===== src/pkg/adsq_defines.vh =====
// Register map, field positions and timing counts for the converter control block.
// Assumes inclusion by bare name from the design files.
`ifndef ADSQ_DEFINES_VH
`define ADSQ_DEFINES_VH

`define ADSQ_ADDR_W 3
`define ADSQ_OFF_CTRL 3'h0
`define ADSQ_OFF_CLK 3'h1
`define ADSQ_OFF_RES_LO 3'h2
`define ADSQ_OFF_RES_HI 3'h3
`define ADSQ_OFF_INT_STAT 3'h4
`define ADSQ_OFF_INT_MASK 3'h5

// Control register fields
`define ADSQ_CTRL_START 7
`define ADSQ_CTRL_EOC_N 6
`define ADSQ_CTRL_PCFG_HI 5
`define ADSQ_CTRL_PCFG_LO 3
`define ADSQ_CTRL_CH_HI 2
`define ADSQ_CTRL_CH_LO 0
`define ADSQ_CTRL_RST 8'h40

// Clock register fields
`define ADSQ_CLK_PWR_N 7
`define ADSQ_CLK_SEL_HI 2
`define ADSQ_CLK_SEL_LO 0
`define ADSQ_CLK_RST 8'h80

// Clock select codes
`define ADSQ_CSEL_DIV2 3'h0
`define ADSQ_CSEL_DIV8 3'h1
`define ADSQ_CSEL_DIV32 3'h2

// Half periods of the conversion clock in system clocks, less one
`define ADSQ_HALF_DIV2 5'h00
`define ADSQ_HALF_DIV8 5'h03
`define ADSQ_HALF_DIV32 5'h0F

`define ADSQ_CONV_TICKS 5'h10
`define ADSQ_RES_W 12
`define ADSQ_NUM_CH 8
`define ADSQ_PCFG_ALL 3'h7

`endif


===== src/adsq_ctrl.v =====
// Converter control: registers, start protocol, sequencer, result and interrupt.
// Assumes a synchronous register port and an external analog sample engine.
`timescale 1ns/1ps
`include "adsq_defines.vh"

module adsq_ctrl (
  input wire ref_clk,
  input wire rst,
  input wire [2:0] addr,
  input wire [7:0] wdata,
  input wire wr_en,
  input wire rd_en,
  output reg [7:0] rdata,
  input wire [11:0] sample_data,
  input wire [7:0] port_pull_en,
  input wire [7:0] port_direction_control,
  output reg [2:0] analog_sel,
  output reg [7:0] analog_inputs,
  output reg [7:0] pull_en_eff,
  output reg [7:0] dir_eff,
  output reg converter_on,
  output reg engine_reset,
  output reg sample_req,
  output reg irq
);
  localparam ST_IDLE = 2'd0;
  localparam ST_HOLD = 2'd1;
  localparam ST_CONV = 2'd2;
  localparam ST_DONE = 2'd3;

  reg [2:0] channel_select_r;
  reg [2:0] pin_config_r;
  reg start_r;
  reg end_of_conversion_n_r;
  reg [2:0] clock_select_r;
  reg converter_power_n_r;
  reg [11:0] result_r;
  reg [1:0] state_r;
  reg [1:0] state_nxt;
  reg [4:0] tick_cnt_r;
  reg int_stat_r;
  reg int_mask_r;
  reg [4:0] half_cnt;
  reg [7:0] ana_map;
  wire tick;
  wire enabled;
  wire wr_ctrl;
  wire start_fall;
  wire conv_done;
  wire wr_clk;
  wire wr_mask;
  wire wr_stat;
  wire conv_tick;
  wire first_tick;
  reg [2:0] channel_select_nxt;
  reg [2:0] pin_config_nxt;
  reg start_nxt;
  reg end_of_conversion_n_nxt;
  reg [2:0] clock_select_nxt;
  reg converter_power_n_nxt;
  reg [11:0] result_nxt;
  reg [4:0] tick_cnt_nxt;
  reg int_stat_nxt;
  reg int_mask_nxt;
  reg sample_req_nxt;
  reg [7:0] rdata_nxt;
  reg [2:0] analog_sel_nxt;
  reg [7:0] analog_inputs_nxt;
  reg [7:0] pull_en_eff_nxt;
  reg [7:0] dir_eff_nxt;
  reg converter_on_nxt;
  reg engine_reset_nxt;
  reg irq_nxt;

  assign wr_ctrl = wr_en && (addr == `ADSQ_OFF_CTRL);
  // Start protocol: falling edge written by software
  assign start_fall = wr_ctrl && start_r && !wdata[`ADSQ_CTRL_START];
  assign enabled = !converter_power_n_r && (pin_config_r != 3'h0);
  assign conv_done = (state_r == ST_CONV) && tick && (tick_cnt_r == `ADSQ_CONV_TICKS - 5'h01);

  always @* begin
    case (clock_select_r)
      `ADSQ_CSEL_DIV2: half_cnt = `ADSQ_HALF_DIV2;
      `ADSQ_CSEL_DIV8: half_cnt = `ADSQ_HALF_DIV8;
      `ADSQ_CSEL_DIV32: half_cnt = `ADSQ_HALF_DIV32;
      default: half_cnt = `ADSQ_HALF_DIV32;
    endcase
  end

  // Pin config value N from 1 to 7 makes the lowest N+1 pins analog, 0 none; 111 gives all eight
  always @* begin
    case (pin_config_r)
      3'h0: ana_map = 8'h00;
      3'h1: ana_map = 8'h03;
      3'h2: ana_map = 8'h07;
      3'h3: ana_map = 8'h0F;
      3'h4: ana_map = 8'h1F;
      3'h5: ana_map = 8'h3F;
      3'h6: ana_map = 8'h7F;
      default: ana_map = 8'hFF;
    endcase
  end

  adsq_presc u_presc (
    .ref_clk(ref_clk),
    .clr(state_r != ST_CONV),
    .half_cnt(half_cnt),
    .tick(tick)
  );

  always @* begin
    state_nxt = state_r;
    case (state_r)
      ST_IDLE: begin
        if (wr_ctrl && wdata[`ADSQ_CTRL_START] && !start_r)
          state_nxt = ST_HOLD;
      end
      ST_HOLD: begin
        if (start_fall)
          state_nxt = enabled ? ST_CONV : ST_IDLE;
      end
      ST_CONV: begin
        if (wr_ctrl && wdata[`ADSQ_CTRL_START])
          state_nxt = ST_HOLD;
        else if (!enabled)
          state_nxt = ST_IDLE;
        else if (conv_done)
          state_nxt = ST_DONE;
      end
      ST_DONE: state_nxt = ST_IDLE;
      default: state_nxt = ST_IDLE;
    endcase
  end

  assign wr_clk = wr_en && (addr == `ADSQ_OFF_CLK);
  assign wr_mask = wr_en && (addr == `ADSQ_OFF_INT_MASK);
  assign wr_stat = wr_en && (addr == `ADSQ_OFF_INT_STAT);
  assign conv_tick = (state_r == ST_CONV) && tick;
  // Gated by enable so no request escapes while powering down
  assign first_tick = conv_tick && (tick_cnt_r == 5'h00) && enabled;

  // Sequencer state and conversion clock count
  always @(posedge ref_clk) begin
    if (rst) begin
      state_r <= ST_IDLE;
      tick_cnt_r <= 5'h00;
    end else begin
      state_r <= state_nxt;
      tick_cnt_r <= tick_cnt_nxt;
    end
  end

  always @* begin
    tick_cnt_nxt = tick_cnt_r;
    if (state_r != ST_CONV) begin
      tick_cnt_nxt = 5'h00;
    end else if (tick) begin
      tick_cnt_nxt = tick_cnt_r + 5'h01;
    end
  end

  // Control register fields written by software
  always @* begin
    channel_select_nxt = channel_select_r;
    pin_config_nxt = pin_config_r;
    start_nxt = start_r;
    if (wr_ctrl) begin
      channel_select_nxt = wdata[`ADSQ_CTRL_CH_HI:`ADSQ_CTRL_CH_LO];
      pin_config_nxt = wdata[`ADSQ_CTRL_PCFG_HI:`ADSQ_CTRL_PCFG_LO];
      start_nxt = wdata[`ADSQ_CTRL_START];
    end
  end

  always @(posedge ref_clk) begin
    if (rst) begin
      channel_select_r <= 3'h0;
      pin_config_r <= 3'h0;
      start_r <= 1'b0;
    end else begin
      channel_select_r <= channel_select_nxt;
      pin_config_r <= pin_config_nxt;
      start_r <= start_nxt;
    end
  end

  // Clock register: power control and divider code
  always @* begin
    converter_power_n_nxt = converter_power_n_r;
    clock_select_nxt = clock_select_r;
    if (wr_clk) begin
      converter_power_n_nxt = wdata[`ADSQ_CLK_PWR_N];
      clock_select_nxt = wdata[`ADSQ_CLK_SEL_HI:`ADSQ_CLK_SEL_LO];
    end
  end

  always @(posedge ref_clk) begin
    if (rst) begin
      converter_power_n_r <= 1'b1;
      clock_select_r <= 3'h0;
    end else begin
      converter_power_n_r <= converter_power_n_nxt;
      clock_select_r <= clock_select_nxt;
    end
  end

  // End flag: forced high while start held, low once a conversion ends
  always @* begin
    end_of_conversion_n_nxt = end_of_conversion_n_r;
    if (state_nxt == ST_HOLD) begin
      end_of_conversion_n_nxt = 1'b1;
    end else if (conv_done) begin
      end_of_conversion_n_nxt = 1'b0;
    end
  end

  // Engine samples the routed input on the first conversion clock
  always @* begin
    sample_req_nxt = first_tick;
  end

  // Result captured on the closing conversion clock
  always @* begin
    result_nxt = result_r;
    if (conv_done) begin
      result_nxt = sample_data;
    end
  end

  always @(posedge ref_clk) begin
    if (rst) begin
      end_of_conversion_n_r <= 1'b1;
      sample_req <= 1'b0;
      result_r <= 12'h000;
    end else begin
      end_of_conversion_n_r <= end_of_conversion_n_nxt;
      sample_req <= sample_req_nxt;
      result_r <= result_nxt;
    end
  end

  // Set wins over write-one-to-clear
  always @* begin
    int_stat_nxt = int_stat_r;
    if (conv_done) begin
      int_stat_nxt = 1'b1;
    end else if (wr_stat && wdata[0]) begin
      int_stat_nxt = 1'b0;
    end
  end

  always @* begin
    int_mask_nxt = int_mask_r;
    if (wr_mask) begin
      int_mask_nxt = wdata[0];
    end
  end

  always @(posedge ref_clk) begin
    if (rst) begin
      int_stat_r <= 1'b0;
      int_mask_r <= 1'b0;
    end else begin
      int_stat_r <= int_stat_nxt;
      int_mask_r <= int_mask_nxt;
    end
  end

  // Read data stand only in the cycle after the read strobe
  always @* begin
    rdata_nxt = 8'h00;
    if (rd_en) begin
      case (addr)
        `ADSQ_OFF_CTRL: rdata_nxt = {start_r, end_of_conversion_n_r, pin_config_r,
                                     channel_select_r};
        `ADSQ_OFF_CLK: rdata_nxt = {converter_power_n_r, 4'h0, clock_select_r};
        `ADSQ_OFF_RES_LO: rdata_nxt = {result_r[3:0], 4'h0};
        `ADSQ_OFF_RES_HI: rdata_nxt = result_r[11:4];
        `ADSQ_OFF_INT_STAT: rdata_nxt = {7'h00, int_stat_r};
        `ADSQ_OFF_INT_MASK: rdata_nxt = {7'h00, int_mask_r};
        default: rdata_nxt = 8'h00;
      endcase
    end
  end

  always @(posedge ref_clk) begin
    if (rst) begin
      rdata <= 8'h00;
    end else begin
      rdata <= rdata_nxt;
    end
  end

  // Pin side and status outputs, all registered
  always @* begin
    analog_sel_nxt = channel_select_r;
    analog_inputs_nxt = ana_map;
    pull_en_eff_nxt = port_pull_en & ~ana_map;
    dir_eff_nxt = port_direction_control | ana_map;
    converter_on_nxt = enabled;
    engine_reset_nxt = (state_nxt == ST_HOLD) || !enabled;
    irq_nxt = int_stat_nxt && int_mask_r;
  end

  always @(posedge ref_clk) begin
    if (rst) begin
      analog_sel <= 3'h0;
      analog_inputs <= 8'h00;
      pull_en_eff <= 8'h00;
      dir_eff <= 8'hFF;
    end else begin
      analog_sel <= analog_sel_nxt;
      analog_inputs <= analog_inputs_nxt;
      pull_en_eff <= pull_en_eff_nxt;
      dir_eff <= dir_eff_nxt;
    end
  end

  // Engine held in reset while start is held or the converter is not enabled
  always @(posedge ref_clk) begin
    if (rst) begin
      converter_on <= 1'b0;
      engine_reset <= 1'b1;
      irq <= 1'b0;
    end else begin
      converter_on <= converter_on_nxt;
      engine_reset <= engine_reset_nxt;
      irq <= irq_nxt;
    end
  end
endmodule


===== src/adsq_presc.v =====
// Conversion clock prescaler: emits one tick per conversion clock period.
// Assumes a single system clock and a synchronous active-high clear.
`timescale 1ns/1ps
`include "adsq_defines.vh"

module adsq_presc (
  input wire ref_clk,
  input wire clr,
  input wire [4:0] half_cnt,
  output reg tick
);
  reg [4:0] cnt_r;
  reg phase_r;

  always @(posedge ref_clk) begin
    if (clr) begin
      cnt_r <= 5'h00;
      phase_r <= 1'b0;
      tick <= 1'b0;
    end else if (cnt_r >= half_cnt) begin
      cnt_r <= 5'h00;
      phase_r <= ~phase_r;
      tick <= phase_r;
    end else begin
      cnt_r <= cnt_r + 5'h01;
      tick <= 1'b0;
    end
  end
endmodule

===== config.mk =====
export PLATFORM = sky130hd
export DESIGN_NAME = adsq_ctrl
export DESIGN_NICKNAME = d
export VERILOG_FILES = /design/src/adsq_ctrl.v /design/src/adsq_presc.v
export VERILOG_INCLUDE_DIRS = /design/src /design/src/pkg
export SDC_FILE = /design/constraint.sdc
export NUM_CORES = 1
export LEC_CHECK = 0
export BUFFER_PORTS_ARGS = -buffer_cell sky130_fd_sc_hd__buf_4
export CORE_UTILIZATION = 53
export DETAILED_ROUTE_END_ITERATION = 16
export PLACE_DENSITY = 0.85
export REMOVE_ABC_BUFFERS = 1
export SLEW_MARGIN = 20
export SYNTH_ARGS = -nofsm -noshare
export SYNTH_HDL_FRONTEND = slang
export SYNTH_SLANG_ARGS = --single-unit

===== constraint.sdc =====
create_clock -name ref_clk -period 3.1 [get_ports ref_clk]
set_clock_uncertainty 0.2 [all_clocks]
set_input_delay 0 -clock ref_clk [delete_from_list [all_inputs] [get_ports ref_clk]]
set_output_delay 0 -clock ref_clk [all_outputs]
set_load 0.005 [all_outputs]

==> results of run 1 <==
-- timing repair --
item,CTS,global route
gates resized for setup,0,0
hold buffers,64,0
endpoints found under the hold margin,59,0
setup buffers,0,0
-- Yosys cell counts, types with 2 or more instances --
cell type,number,area (sq um)
nand4_1,2,12.51
mux4_2,2,45.04
nor2_1,35,131.4
a21oi_1,28,140.1
buf_6,2,22.52
nand2_1,45,168.9
xnor2_1,2,17.52
a211oi_1,2,15.01
nand3_1,3,15.01
mux2i_1,11,110.1
inv_1,8,30.03
dfxtp_1,78,1562
o21ai_0,2,10.01
ha_1,8,100.1
buf_2,4,20.02
nor4b_2,2,30.03
or3b_2,2,17.52
nand2b_1,8,50.05
a31oi_1,3,18.77
or3_1,3,18.77
clkbuf_1,10,37.54
nor4b_1,2,17.52
and2_1,7,43.79
xor2_1,4,35.03
nor2b_1,8,50.05
nor3_1,2,10.01
and3_1,5,31.28
-- routing by layer --
| metal | global-route usage, % | wire [microns] | up-vias | part of all wire (%) |
|---|---|---|---|---|
| met5 | 0 | 0 | - | 0 |
| met3 | 9.820 | 594 | 47 | 6.6 |
| li1 | - | - | 1313 | - |
| met1 | 35.54 | 3456 | 1352 | 38 |
| met4 | 18.85 | 484 | 0 | 5.3 |
| met2 | 56.49 | 4531 | 173 | 50 |
-- critical path, stage by stage --
cell	delay (ns)
dlygate4sd3_1	0.55
buf_4	0.28
nor4b_2	0.59
mux2i_1	0.24
dlygate4sd3_1	0.56
nor2_1	0.04
dlygate4sd3_1	0.57
-- area by class of cell --
cell class / instances / area, sq um
multi-input combinational: 205 / 1254
timing repair buffer: 146 / 1256
clock buffer: 13 / 158.9
sequential: 78 / 1562
inverter: 8 / 30.03
fill: 278 / 827.0
clock inverter: 1 / 30.03
tap: 70 / 87.58
-- cell families after synthesis --
group / count (synthesis) / share of synthesized area, %
DFF: 78 / 53.17
adders and majority gates: 8 / 3.409
and+or+nand+nor: 135 / 23.78
muxes: 13 / 5.283
buffers and inverters: 26 / 4.133
xor gates and xnor gates: 6 / 1.790
AOI/OAI and AO/OA: 43 / 8.437
-- where the power goes --
part	switching [mW]	internal, mW
combinational	0.0753	0.113
sequential	0.0106	1.02
clock	0.344	0.409
total	0.430	1.54
-- sequential cells by signal, summed over array words and instances, names as in the netlist, 3 cells and up --
register / cells
result_r: 12
analog_inputs: 7
analog_sel: 3
rdata: 8
pin_config_r: 3
tick_cnt_r: 5
analog_sel_nxt: 3
u_presc.cnt_r: 5
pull_en_eff: 8
dir_eff: 8
clock_select_r: 3
-- stage by stage --
stage / worst slack (ns) / util (%) / power, mW
floorplan: 1.038 / - / 1.090
global placement: 0.9662 / 68.17 / 1.175
detailed placement: 0.9016 / 68.17 / 1.178
CTS: 0.3893 / 84.11 / 1.959
global route: 0.2106 / 84.11 / 2.042
finish: 0.2829 / 84.11 / 1.971
-- final timing paths --
path	start	to	slack (ns)
worst min register to register	u_presc.phase_r	u_presc.tick	0.25
worst max register to register	tick_cnt_r[0]	result_r[4]	0.45
worst max-delay path	addr[0]	clock_select_r[1]	0.28
worst min-delay path	port_direction_control[6]	dir_eff[6]	0.19
==> results.toml, run 1 <==
[worst_setup_path]
required_ns = 3.13
worstPathArrival_ns = 2.84
crit_type = "in -> reg"
cp-start-kind = "input pin"
crit_path_max_fanout = 17
endpoint_kind = "register"
ff2ff_path_depth = 8

[clocking]
cts.reportedPaths.clkPinSlew_ns = 0.07
clkSinkCount = 78
cts_buffers = 9
clkLatencyLatePin_ns = 0.34
htreeDepth = 3
tritoncts = "yes"
cts.path.max_buffers = 2
cts_root_buffer = "clkbuf_8"

[detailed_routing]
drc = 0
routedWlPerCell_microns = 17.40
drt_pass1_iterations = 5
ant_nets = 0
drt_iter0_markers = 203
wirelength_mm = 9.066
vias = 2885
via_per_inst = 5.537

[grt]
grt_pass1_wl_mm = 14.53
grt_pass1_vias = 2963
overflow = 0
grt_usage_pct = 32.76
grt_max_degree = 48
antenna_found_initial = 0

[synth]
synth-main-ff-cell = "dfxtp_1"
async_flop_share_pct = 0
ys_seq_area_share_pct = 53.17
synth_edf_count = 0
syn_avg_cell_area_sq_um = 9.503
syn_inst = 309
yosys_warnings = 0
syn_area_sq_um = 2937
ys_seq_elements = 78
synth_cell_types = 48

[sta]
drv_slew = 0
finalCriticalPeriod_ns = 2.817
fmax_mhz = 355.0
rsz0062_at_grt = "no"
tns_ns = 0
finalSetupViolCount = 0
holdWs_ns = 0.1906
slew-limit-headroom_pct = 56.88
hold_viol_final = 0
worst_pin_slew_ns = 0.6451
timing.final.crit_share_pct = 90.87

[die]
die_y_microns = 76.44
fp-row-count = 26
core_sq_um = 5205
die-area_sq_um = 5842
die_w_microns = 76.44
io_pins = 82
start_util_pct = 56.42

[final_layout]
final_cells = 521
layout_common_cells = "buf_4 (82), dfxtp_1 (78), dlygate4sd3_1 (64)"
antenna_cells = 0
layout.nets = 499
post-route-cell-area_sq_um = 4378
area_growth_pct = 49.08
drive_gt1_share_pct = 23.06
final_common_cell = "buf_4"

[power_and_ir_drop]
p_leak_nw = 1.835
ir_drop_mv = 0.4023
power_density_nw_per_um2 = 450.1

[placed_design]
port_buffers = 80
dp.cells = 443
post_dp_cell_area_sq_um = 3548
dp_hpwl_mm = 4.413
gp_congestion = 0.7661

[min_path]
min_path_cells = 3
hold_class = "in -> reg"

[flow_run]
drv_cap = 0

[run_status]
status = "completed"
Note: power is estimated with default switching activity, not from simulation.
==> run 2, diff against run 1 <==
--- a/config.mk
+++ b/config.mk
@@ -6,6 +6,7 @@
 export SDC_FILE = /design/constraint.sdc
 export NUM_CORES = 1
 export LEC_CHECK = 0
+export ABC_AREA = 1
 export BUFFER_PORTS_ARGS = -buffer_cell sky130_fd_sc_hd__buf_4
 export CORE_UTILIZATION = 53
 export DETAILED_ROUTE_END_ITERATION = 16
==> results.toml, run 2 <==
[die]
die_y_microns = 76.29
io_pins = 82
die_w_microns = 76.29
start_util_pct = 56.20
fp-row-count = 26
die-area_sq_um = 5820
core_sq_um = 5205

[synth]
yosys_warnings = 0
syn_area_sq_um = 2925
yosysTopAreaCell = "dfxtp_1"
syn_avg_cell_area_sq_um = 7.971
yosysMostFrequentCell = "dfxtp_1"
ys_seq_elements = 78
syn_inst = 367
synth_common_cells = "dfxtp_1 (78), nand2_1 (61), nor2_1 (53)"
synth-main-ff-cell = "dfxtp_1"
async_flop_share_pct = 0
synth_edf_count = 0
synthTopCellsByArea = "dfxtp_1 (53%), nand2_1 (7.8%), nor2_1 (6.8%), inv_1 (6.7%), a21oi_1 (6.0%)"
synth_cell_types = 25
synth_top_area_share_pct = 53.38
ys_seq_area_share_pct = 53.38

[clocking]
clkLatencyLatePin_ns = 0.37
htreeDepth = 3
postCtsResizedCells = 0
cts.path.max_buffers = 2
cts_root_buffer = "clkbuf_8"
clkSinkCount = 78
post_cts_buffers = 0
ctsHoldBuffers = 55
cts.reportedPaths.clkPinSlew_ns = 0.10
cts_buffers = 9
tritoncts = "yes"

[detailed_routing]
drt_pass1_iterations = 5
wl_met2_mm = 4.893
vias = 3217
met1_length_mm = 3.324
ant_nets = 0
route.met3.wl_microns = 857
via_per_inst = 5.556
routedWlPerCell_microns = 16.58
drc = 0
top_layer = "met4"
wirelength_mm = 9.600
drt_iter0_markers = 358

[worst_setup_path]
required_ns = 3.20
cp_common_cell = "ha_1"
critical_path.cell_chain = "ha_1, inv_1, nor3_1, ha_1, nand3_2, inv_2, nand2_1, a21oi_1, dlygate4sd3_1"
endpoint_kind = "register"
worst_path_max_delay_cell = "dlygate4sd3_1"
crit_type = "reg -> reg"
crit_path_max_fanout = 24
max_stage_delay_ns = 0.57
path_delay_family = "buffers and inverters"
rrSetupSlack_ns = 0.49
worstPathArrival_ns = 2.71
cp_num_buf_inv = 3
cp-start-kind = "register"

[final_layout]
drive_gt1_share_pct = 20.83
largest_register_ffs = 12
final_cells = 579
antenna_cells = 0
layout.nets = 555
area_growth_pct = 47.82
layout_common_cells = "buf_4 (80), dfxtp_1 (78), nand2_1 (61)"
top_register = "result_r"
post-route-cell-area_sq_um = 4324
final_common_cell = "buf_4"

[placed_design]
gp_congestion = 0.8652
post_dp_cell_area_sq_um = 3567
port_buffers = 80
dp_hpwl_mm = 4.683
dp.cells = 508

[sta]
hold_viol_final = 0
fmax_mhz = 383.0
worst_pin_slew_ns = 0.6925
tns_ns = 0
rsz0062_at_grt = "no"
holdWs_ns = 0.1698
drv_slew = 0
slew-limit-headroom_pct = 53.78
finalCriticalPeriod_ns = 2.611
finalSetupViolCount = 0
timing.final.crit_share_pct = 84.23

[power_and_ir_drop]
ir_drop_mv = 0.2851
total_power_mw = 2.066
p_leak_nw = 1.920
power_density_nw_per_um2 = 477.7

[run_status]
status = "completed"

[grt]
antenna_found_initial = 0
grt_max_degree = 28
overflow = 0
grt_pass1_wl_mm = 15.00
grt_pass1_vias = 3098
grt_usage_pct = 33.73

[min_path]
hold_class = "in -> reg"

[flow_run]
drv_cap = 0
-- run 2: cell types whose count changed after synthesis, sizes merged, moves of 6 or more --
cell and delta:
nand2b -8, clkbuf -7, and2 -7, mux2i -11, inv +47, nor2b -8, nand2 +17, nor2 +20
a21oi +7, o21ai +19, o22ai +6, nand3 +9, nand4 +7
-- run 2: through the flow --
stage,setup slack (ns),util [%]
2_1_floorplan,1.346,-
3_5_place_dp,1.064,68.53
4_1_cts,0.5982,83.08
5_1_grt,0.3502,83.08
6_report,0.4888,83.08
3_3_place_gp,1.123,68.53
-- run 2: cells by family (layout without fill, tap and decap cells) --
logic type      count (synthesis)  count (layout)  synth area share [%]
xor+xnor                        3               3                0.8984
fa+ha+maj                       8               8                 3.422
flops                          78              78                 53.38
compound gates                 65              65                 11.59
buf+inv                        64             206                 8.640
simple gates                  149             149                 22.07
-- run 2: power by group --
part | internal, mW | leakage (nW) | total (mW) | switching, mW
logic | 0.118 | 1.19 | 0.221 | 0.103
registers | 1.02 | 0.634 | 1.03 | 0.0109
clock network | 0.383 | 0.0980 | 0.810 | 0.428
-- run 2: layout make-up --
class / count / area [sq um]
Clock inverter: 7 / 82.58
Timing Repair Buffer: 135 / 1151
Tap cell: 70 / 87.58
Inverter: 55 / 206.4
Multi-Input combinational cell: 225 / 1111
Clock buffer: 9 / 123.9
Sequential cell: 78 / 1562
Fill cell: 278 / 880.8
-- run 2: worst paths after layout --
path / from / cells after the start / end
max: tick_cnt_r[0] / 9 / result_r[7]
min: port_direction_control[4] / 3 / dir_eff[4]
max reg2reg: tick_cnt_r[0] / 9 / result_r[7]
min reg2reg: u_presc.phase_r / 2 / u_presc.tick
-- run 2: worst reg2reg max path, stage by stage, from the launching register on --
cell and delay [ns]:
dfxtp_1 0.37, ha_1 0.19, inv_1 0.06, nor3_1 0.13, ha_1 0.19, nand3_2 0.38, inv_2 0.22, nand2_1 0.09
a21oi_1 0.15, dlygate4sd3_1 0.57
-- run 2: metal layers --
metal,global-route usage (%),vias to the layer above
met5,0,-
met4,20.58,0
met3,8.743,63
met2,61.71,255
met1,34.00,1454
li1,-,1445
